--- src/hdl/period_match_timer8_params.svh ---
`ifndef PERIOD_MATCH_TIMER8_PARAMS_SVH
`define PERIOD_MATCH_TIMER8_PARAMS_SVH

// ----------------------------------------
// register byte offsets
// ----------------------------------------
`define OFS_CONTROL     12'h000
`define OFS_COUNT       12'h004
`define OFS_PERIOD      12'h008
`define OFS_INT_FLAGS   12'h00C
`define OFS_INT_CLEAR   12'h010
`define OFS_INT_ENABLE  12'h014

// ----------------------------------------
// field positions and reset values
// ----------------------------------------
`define CTL_PRE_LSB     0
`define CTL_ON_BIT      2
`define CTL_POST_LSB    3
`define MATCH_FLAG_BIT  1
`define RST_COUNT       8'h00
`define RST_PERIOD      8'hFF
`define RST_CONTROL     7'h00

// ----------------------------------------
// timing: instruction clock is one quarter of the bus clock
// ----------------------------------------
`define INSTR_DIV       4
`endif

--- src/hdl/period_match_timer8_pkg.sv ---
package period_match_timer8_pkg;
  typedef logic [7:0] byte_t;
  typedef logic [1:0] pre_sel_t;
  typedef logic [3:0] post_sel_t;
endpackage

--- src/hdl/period_match_timer8.sv ---
// Function
// - the count input is derived from an instruction clock running at one quarter of the oscillator rate.
// - the instruction clock passes a 1, 4 or 16 prescaler whose every output pulse adds one to the count.
// - the count and period registers are each eight bits wide.
// - the count is compared continuously with the period and runs upward from zero until they are equal.
// - after a match the count returns to zero on the next increment instead of passing the period.
// - each match advances a postscaler whose ratio is selectable from 1 to 16.
// - the postscaler output sets the match interrupt flag at bit 1 of the interrupt flag register.
// - software reads and writes both the count and the period registers in full at any time.
// - every reset loads the count with zero and the period with all ones.
// - writing one to the timer-on bit starts counting and writing zero stops it.
// - prescale and postscale ratios come from their select fields in the control register.
// - prescaler and postscaler counts clear on a count write, a control write and any reset.
// - a control write leaves the count value unchanged.
`include "period_match_timer8_params.svh"
`timescale 1ns/1ps
`default_nettype none

module period_match_timer8 (
  input  wire logic                             pclk,
  input  wire logic                             presetn,
  input  wire logic                             psel,
  input  wire logic                             penable,
  input  wire logic                             pwrite,
  input  wire logic [11:0]                      paddr,
  input  wire logic [31:0]                      pwdata,
  output logic      [31:0]                      prdata,
  output logic                                  pready,
  output logic                                  pslverr,
  output logic                                  irq,
  output logic                                  match_out,
  output period_match_timer8_pkg::byte_t        count_out
);
  import period_match_timer8_pkg::*;

  // ----------------------------------------
  // state
  // ----------------------------------------
  typedef struct packed {
    logic [1:0]  instr_div;
    logic [3:0]  pre_cnt;
    logic [3:0]  post_cnt;
    byte_t       count;
    byte_t       period;
    pre_sel_t    pre_sel;
    logic        on;
    post_sel_t   post_sel;
    logic        flag;
    logic        int_en;
    logic        match;
    logic        irq;
    logic [31:0] rdata;
    logic        ready;
    logic        slverr;
  } state_t;

  state_t s_q;
  state_t s_d;

  function automatic logic [3:0] pre_limit(input pre_sel_t sel);
    case (sel)
      2'h0:    pre_limit = 4'h0;
      2'h1:    pre_limit = 4'h3;
      default: pre_limit = 4'hF;
    endcase
  endfunction

  function automatic logic addr_hit(input logic [11:0] a, input logic [11:0] ofs);
    addr_hit = (a == ofs);
  endfunction

  logic access;
  logic wr;
  logic wr_ctl;
  logic wr_cnt;
  logic instr_tick;
  logic pre_tick;
  logic at_match;
  logic post_tick;

  assign access = psel && penable && !s_q.ready;
  assign wr     = access && pwrite;
  assign wr_ctl = wr && addr_hit(paddr, `OFS_CONTROL);
  assign wr_cnt = wr && addr_hit(paddr, `OFS_COUNT);

  // ----------------------------------------
  // timebase
  // ----------------------------------------
  assign instr_tick = s_q.on && (s_q.instr_div == 2'(`INSTR_DIV - 1));
  assign pre_tick   = instr_tick && (s_q.pre_cnt == pre_limit(s_q.pre_sel));
  assign at_match   = (s_q.count == s_q.period);
  assign post_tick  = pre_tick && at_match && (s_q.post_cnt == s_q.post_sel);

  always_comb begin
    s_d = s_q;
    s_d.ready  = 1'b0;
    s_d.slverr = 1'b0;
    s_d.match  = 1'b0;
    if (s_q.on) begin
      s_d.instr_div = s_q.instr_div + 2'h1;
    end
    if (instr_tick) begin
      s_d.pre_cnt = pre_tick ? 4'h0 : s_q.pre_cnt + 4'h1;
    end
    if (pre_tick) begin
      if (at_match) begin
        s_d.count    = `RST_COUNT;
        s_d.match    = 1'b1;
        s_d.post_cnt = post_tick ? 4'h0 : s_q.post_cnt + 4'h1;
      end else begin
        s_d.count = s_q.count + 8'h01;
      end
    end
    if (post_tick) begin
      s_d.flag = 1'b1;
    end
    // ----------------------------------------
    // register bus
    // ----------------------------------------
    if (access) begin
      s_d.ready = 1'b1;
      s_d.rdata = 32'h0000_0000;
      if (pwrite) begin
        case (paddr)
          `OFS_CONTROL: begin
            s_d.pre_sel  = pwdata[`CTL_PRE_LSB +: 2];
            s_d.on       = pwdata[`CTL_ON_BIT];
            s_d.post_sel = pwdata[`CTL_POST_LSB +: 4];
          end
          `OFS_COUNT:      s_d.count  = pwdata[7:0];
          `OFS_PERIOD:     s_d.period = pwdata[7:0];
          `OFS_INT_CLEAR: begin
            if (pwdata[`MATCH_FLAG_BIT] && !post_tick) begin
              s_d.flag = 1'b0;
            end
          end
          `OFS_INT_ENABLE: s_d.int_en = pwdata[`MATCH_FLAG_BIT];
          `OFS_INT_FLAGS:  s_d.slverr = 1'b1;
          default:         s_d.slverr = 1'b1;
        endcase
      end else begin
        case (paddr)
          `OFS_CONTROL:    s_d.rdata = {25'h0, s_q.post_sel, s_q.on, s_q.pre_sel};
          `OFS_COUNT:      s_d.rdata = {24'h0, s_q.count};
          `OFS_PERIOD:     s_d.rdata = {24'h0, s_q.period};
          `OFS_INT_FLAGS:  s_d.rdata = {30'h0, s_q.flag, 1'b0};
          `OFS_INT_ENABLE: s_d.rdata = {30'h0, s_q.int_en, 1'b0};
          `OFS_INT_CLEAR:  s_d.rdata = 32'h0000_0000;
          default:         s_d.slverr = 1'b1;
        endcase
      end
    end
    // a write to count or control restarts both scalers; control keeps count
    if (wr_cnt || wr_ctl) begin
      s_d.pre_cnt   = 4'h0;
      s_d.post_cnt  = 4'h0;
      s_d.instr_div = 2'h0;
    end
    s_d.irq = s_d.flag && s_d.int_en;
  end

  always_ff @(posedge pclk or negedge presetn) begin
    if (!presetn) begin
      s_q           <= '0;
      s_q.count     <= `RST_COUNT;
      s_q.period    <= `RST_PERIOD;
    end else begin
      s_q <= s_d;
    end
  end

  assign prdata    = s_q.rdata;
  assign pready    = s_q.ready;
  assign pslverr   = s_q.slverr;
  assign irq       = s_q.irq;
  assign match_out = s_q.match;
  assign count_out = s_q.count;

  // ----------------------------------------
  // checks
  // ----------------------------------------
  a_reset_values: assert property (@(posedge pclk) $rose(presetn) |-> s_q.count == 8'h00 && s_q.period == 8'hFF)
    else $error("reset values wrong");
  a_count_wrap: assert property (@(posedge pclk) disable iff (!presetn) pre_tick && at_match && !wr |=> s_q.count == 8'h00)
    else $error("count did not wrap");
  a_count_step: assert property (@(posedge pclk) disable iff (!presetn)
      pre_tick && !at_match && !wr |=> s_q.count == $past(s_q.count) + 8'h01)
    else $error("count did not step");
  a_off_holds: assert property (@(posedge pclk) disable iff (!presetn)
      !s_q.on && !wr |=> $stable(s_q.count) && !s_q.match)
    else $error("count moved while off");
  a_ctl_keeps: assert property (@(posedge pclk) disable iff (!presetn)
      wr_ctl && !pre_tick |=> s_q.count == $past(s_q.count) && s_q.pre_cnt == 4'h0 && s_q.post_cnt == 4'h0)
    else $error("control write disturbed count");
  a_cnt_clears: assert property (@(posedge pclk) disable iff (!presetn) wr_cnt |=> s_q.pre_cnt == 4'h0)
    else $error("count write did not clear scaler");
  a_instr_rate: assert property (@(posedge pclk) disable iff (!presetn)
      instr_tick && !wr |=> !instr_tick [*3])
    else $error("instruction tick too fast");
  a_flag_set: assert property (@(posedge pclk) disable iff (!presetn) post_tick |=> s_q.flag ##1 s_q.irq == s_q.int_en)
    else $error("flag not set");
  a_pre16: assert property (@(posedge pclk) disable iff (!presetn)
      s_q.pre_sel[1] && pre_tick && !wr |=> !pre_tick [*8])
    else $error("prescale 16 too fast");
  // a match pulse never lasts two cycles, even with period zero and prescale one
  a_match_single: assert property (@(posedge pclk) disable iff (!presetn)
      s_q.match |=> !s_q.match)
    else $error("match pulse too long");
  a_irq_follows: assert property (@(posedge pclk) disable iff (!presetn)
      s_q.flag && s_q.int_en && !wr |=> s_q.irq)
    else $error("interrupt not raised");
  c_match:   cover property (@(posedge pclk) s_q.match);
  c_flag:    cover property (@(posedge pclk) post_tick && s_q.post_sel == 4'hF);
  c_irq:     cover property (@(posedge pclk) $rose(irq));
  c_wr_ctl:  cover property (@(posedge pclk) wr_ctl && s_q.on);
endmodule

`default_nettype wire

--- config.mk ---
export PLATFORM = sky130hd
export DESIGN_NAME = period_match_timer8
export DESIGN_NICKNAME = d
export VERILOG_FILES = /design/src/hdl/period_match_timer8_pkg.sv /design/src/hdl/period_match_timer8.sv
export VERILOG_INCLUDE_DIRS = /design/src /design/src/hdl
export SDC_FILE = /design/constraint.sdc
export NUM_CORES = 1
export LEC_CHECK = 0
export BUFFER_PORTS_ARGS = -buffer_cell sky130_fd_sc_hd__buf_2
export CORE_ASPECT_RATIO = 2
export CORE_UTILIZATION = 50
export CTS_CLUSTER_DIAMETER = 150
export DETAILED_ROUTE_END_ITERATION = 10
export HOLD_SLACK_MARGIN = 0.1
export PLACE_DENSITY = 0.83
export REMOVE_ABC_BUFFERS = 1
export SLEW_MARGIN = 25
export SYNTH_ARGS = -nofsm -noshare
export SYNTH_HDL_FRONTEND = slang
export SYNTH_SLANG_ARGS = --single-unit
export TNS_END_PERCENT = 5
--- constraint.sdc ---
create_clock -name pclk -period 7.25 [get_ports pclk]
set_clock_uncertainty 0.15 [all_clocks]
set_input_delay 1.45 -clock pclk [delete_from_list [all_inputs] [get_ports pclk]]
set_output_delay 1.45 -clock pclk [all_outputs]
set_load 0.005 [all_outputs]
# Word level (Yosys, flattened, before mapping)
# Index checks and enable logic that the tools add are counted.
dict set report word_totals {
  out_inout_bits 44
  input_bits 49
  elab_cells 80
  reg_bits 47
}
dict set report op_classes {
  mux 26
  n_reduce_logical 25
  n_eq_ne 10
  addsub 4
}
# op n
set op_table {}
lappend op_table {{25-bit 2-to-1 mux} 2}
lappend op_table {{8-bit case mux with 5 select lines} 1}
lappend op_table {{8-bit 2-to-1 mux} 4}
lappend op_table {{12-bit by 4-bit == test with 1-bit output (second input constant)} 2}
lappend op_table {{12-bit by 5-bit == test with 1-bit output (second input constant)} 2}
lappend op_table {{4-bit 2-to-1 mux} 4}
lappend op_table {{12-bit by 3-bit == test with 1-bit output (second input constant)} 1}
lappend op_table {{12-bit zero test} 1}
lappend op_table {{12-bit 2-to-1 mux} 1}
lappend op_table {{1-bit logical AND} 11}
lappend op_table {{10-bit 2-to-1 mux} 1}
lappend op_table {{1-bit 2-to-1 mux} 9}
lappend op_table {{4-bit by 1-bit adder with 4-bit output (second input constant)} 2}
lappend op_table {{8-bit by 1-bit adder with 8-bit output (second input constant)} 1}
lappend op_table {{4-bit == test} 2}
lappend op_table {{8-bit == test} 1}
lappend op_table {{4-bit case mux with 2 select lines} 1}
lappend op_table {{2-bit nonzero test} 4}
lappend op_table {{7-bit 2-to-1 mux} 1}
lappend op_table {{3-bit AND reduction} 2}
lappend op_table {{6-bit OR reduction} 1}
lappend op_table {{5-bit OR reduction} 1}
lappend op_table {{2-bit 2-to-1 mux} 2}
lappend op_table {{2-bit by 1-bit adder with 2-bit output (second input constant)} 1}
lappend op_table {{6 further kinds} 7}

# Depth between registers and ports, before layout
dict set report depth {
  depth_word 13
  mapped_depth 8
  mapped_depth_nobuf 7
}

# Least setup slack after synthesis
# No wires, ideal clock.
dict set report synth_timing {
  kind {input port to flip-flop}
  from {in paddr[7]}
  to {reg s_q (netlist bit count_out[3])}
  n_path_buf 1
  cell_stages 7
  arrival_time_ns 3.058
  setup_slack_ns 3.924
  t_required_ns 6.982
  setup_time_ns 0.118
  path_cell_list {nor4_2 > nand4_1 > nor4b_2 > and2_1 > buf_2 > nor3_1 > a21o_1}
}
# item line_no
set synth_rtl {}
lappend synth_rtl {{from (decl)} period_match_timer8.sv:25} ;# input wire logic [11:0] paddr,
lappend synth_rtl {{to (decl)} period_match_timer8.sv:57} ;# state_t s_q;

==> metrics.md <==
| Metric | Value |
|---|---|
| Outcome | completed |
| Max-cap viol count | 0 |
| Ports | 93 |
| N_diodes | 0 |
| CP max FO | 10 |
| CTS Buffer Depth | 2 |
| Placed wire-length estimate | 4490 µm |
| CP endpoint kind | flip-flop |
| Worst endpoint required time | 7.31 ns |
| Post-synth EDFFs | 0 |
| Critical path class | primary input to flip-flop |
| Syn. warnings | 0 |
| CTS Root Cell | clkbuf_8 |
| Clk pwr share | 0.377 |
| Leading area contributor after synthesis | dfrtp_1 |
| Slowest stage delay, CP | 0.68 ns |
| Seq pwr share | 0.554 |
| Final hold vios | 0 |
| Mapped Area | 2840 µm² |
| Final core utilization | 0.549 |
| CTS Buf Count | 5 |
| Die height | 109 µm |
| Reg area | roughly 1200 µm² |
| Postcts setup bufs | 0 |
| Leak | ~1.3 nW |
| Ys flop type | dfrtp_1 |
| Tmin final | 3.60 ns |
| Die X | 55.3 µm |
| Final nets | 358 |
| Gates resized, CTS repair | 0 |
| Vias in the first global route | approximately 2k |
| Worst slew pin tran | 1.02 ns |
| Final Cycle Share | 0.496 |
| Sw Ratio | 0.245 |
| Largest cells by area after synthesis | dfrtp_1, buf_4, dfstp_2, mux2_2, xor2_1 |
| Post-route setup slack | between 3 and 4 ns |
| Switching power | 0.117 mW |
| Power per Cell Area | 160 nW/µm² |
| GRT Util Overall | 0.213 |
| Worst Reg-to-Reg Cells | 7 |
| Largest net degree at the start of global routing | 48 |
| Dpl ws | roughly 3.3 ns |
| RSZ-0062 raised after global routing | false |
| Routed vias/inst | 5.77 |
| Endpoints failing setup | 0 |
| Final-report max-slew violation count | 0 |
| Worst hold stages | 1 |
| Setup crit start kind | primary input |
| Clk Latency, worst-skew pair | around 0.32 ns |
| First-pass GRT wire length | 9780 µm |
| Clock sinks | 47 |
| P&R area growth vs syn | 5.64% |
| Worst path slowest cell | nor4b_2 |
| Core box area | around 5500 µm² |
| CTS H-tree depth | 2 |
| Cell count after synthesis | between 200 and 300 |
| Die area | roughly 6000 µm² |
| Unique masters post-synth | 51 |
| Port Buf Inserts | 44 |
| Routed wire per std cell | 16.5 µm |
| Fillcell total | between 400 and 500 |
| Total number of vias | 2,113 |
| Initial antenna violation count | 0 |
| WP data arrival | 3.66 ns |
| Core Rows | 38 |
| Post-CTS Hold Fix Bufs | 0 |
| Placed cell area | 2900 µm² |
| Critical path, cell by cell | buf_2, nor4_2, nand4_1, nor4b_2, and2_1, nor3_1, a21o_1 |
| Drt pass-1 iters | 4 |
| Peak supply drop | 0.146 mV |
| Initial Util | 0.520 |
| Clock-pin slew on the worst setup and hold paths | 0.09 ns |
| Hold WC Path Type | flip-flop to flip-flop |
| Residual DRC count | 0 |
| Setup TNS | 0 ns |
| P_int | about 0.36 mW |
| Syn Area/Cell | between 10 and 15 µm² |
| Slew margin rel. | 0.311 |
| Post-synth top area share | 0.343 |
| Placer Congestion | 0.892 |
| Fmax | 278 MHz |
| Final WL | 6050 µm |
| TritonCTS clock tree | done |
| Initial DRC count | 64 |
| Yosys reg bits | 47 |
| Sequential element share of the synthesized area | 0.417 |
| Final Cell Area | approximately 3000 µm² |
| Logic pwr share | 0.069 |
| Final ANT Viol Nets | 0 |
| Asr flop ratio synth | 1.00 |
| Multi-input logic area | roughly 1400 µm² |
| Share of layout cells above drive strength 1 | 0.294 |
| Global route overflow | 0 |
[worst max-delay path: cells and delay by family]
| kind | cells | cell delay, ns |
|---|---|---|
| AO/OA/AOI/OAI | 1 | 0.17 |
| buffers and inverters | 1 | 0.10 |
| AND/OR/NAND/NOR | 5 | 1.93 |
[stage by stage]
stage                     total power [mW]  std cells  hold slack, ns
final                                0.479        366           0.343
after floorplan                      0.284        254           0.319
after global placement               0.302        358           0.323
after detailed placement             0.303        358           0.326
after CTS                            0.483        366           0.347
after global routing                 0.496        366           0.368
[layout by cell type (no fill, tap or decap), types with 11 or more instances in the layout]
master / n
nand2_1: 25
xor2_1: 18
buf_2: 43
conb_1: 24
mux2_2: 17
dfrtp_1: 39
o21ai_0: 13
nor2_1: 11
[area by class of cell]
type	count	share of cell area
clock buffers	7	0.0321
clock inverters	1	0.00250
inverters	3	0.00375
multi-input cells	204	0.467
flip-flops and latches	47	0.395
well taps	60	0.0250
repair buffers	44	0.0742
[cell families after synthesis]
family,after synthesis,synth area share
muxes,25,0.0956
buffers and inverters,50,0.119
adders and majority gates,4,0.0176
DFF,47,0.417
other,1,0.00132
and+or+nand+nor,80,0.160
xor gates and xnor gates,19,0.0586
AOI/OAI and AO/OA,52,0.130
[final timing paths]
path	from	to	slack [ns]
max	paddr[7]	count_out[6]	3.65
min	prdata[1]	prdata[1]	0.34
max reg2reg	pready	count_out[6]	4.45
min reg2reg	prdata[1]	prdata[1]	0.34
max in group asynchronous	presetn	s_q[69]	5.55
min in group asynchronous	presetn	irq	0.97
[synthesized netlist by cell type, types with 2 or more instances]
library cell and instances:
a21oi_1 8, nor3_1 5, xor2_1 18, mux2_2 17, ha_1 4, buf_4 40
nand3_1 6, mux2i_1 8, or3_1 3, a21o_1 3, o31ai_1 6, and2_1 2
o21a_1 3, o21ai_0 13, nand4_1 5, dfrtp_1 39, dfstp_2 8, nand2_1 25
a22o_1 7, inv_1 3, nand3b_1 3, a211oi_2 2, nand2_2 2, nor2b_1 2
clkbuf_1 5, nor4_1 4, nor2_1 11, o2111ai_1 3
[power groups by stage]
stage / sequential, mW / clock [mW] / combinational [mW]
finish: 0.266 / 0.181 / 0.0329
global route: 0.266 / 0.193 / 0.0367
CTS: 0.266 / 0.184 / 0.0329
detailed placement: 0.271 / 0 / 0.0326
global placement: 0.271 / 0 / 0.0318
floorplan: 0.270 / 0 / 0.0131
[per-layer routing]
metal | vias up | GRT usage | part of all wire | wire (µm)
met4 | 0 | 0.136 | 0.039 | 237
met5 | - | 0 | 0 | 0
li1 | 982 | - | - | -
met1 | 1016 | 0.216 | 0.35 | 2140
met3 | 18 | 0.0486 | 0.058 | 352
met2 | 97 | 0.386 | 0.55 | 3320
[sequential cells by signal (all words and copies together), names as in the netlist]
register	cells
s_q	27
count_out	8
prdata	8
irq	1
match_out	1
pready	1
pslverr	1
No activity file was read; power rests on OpenSTA's default activity.
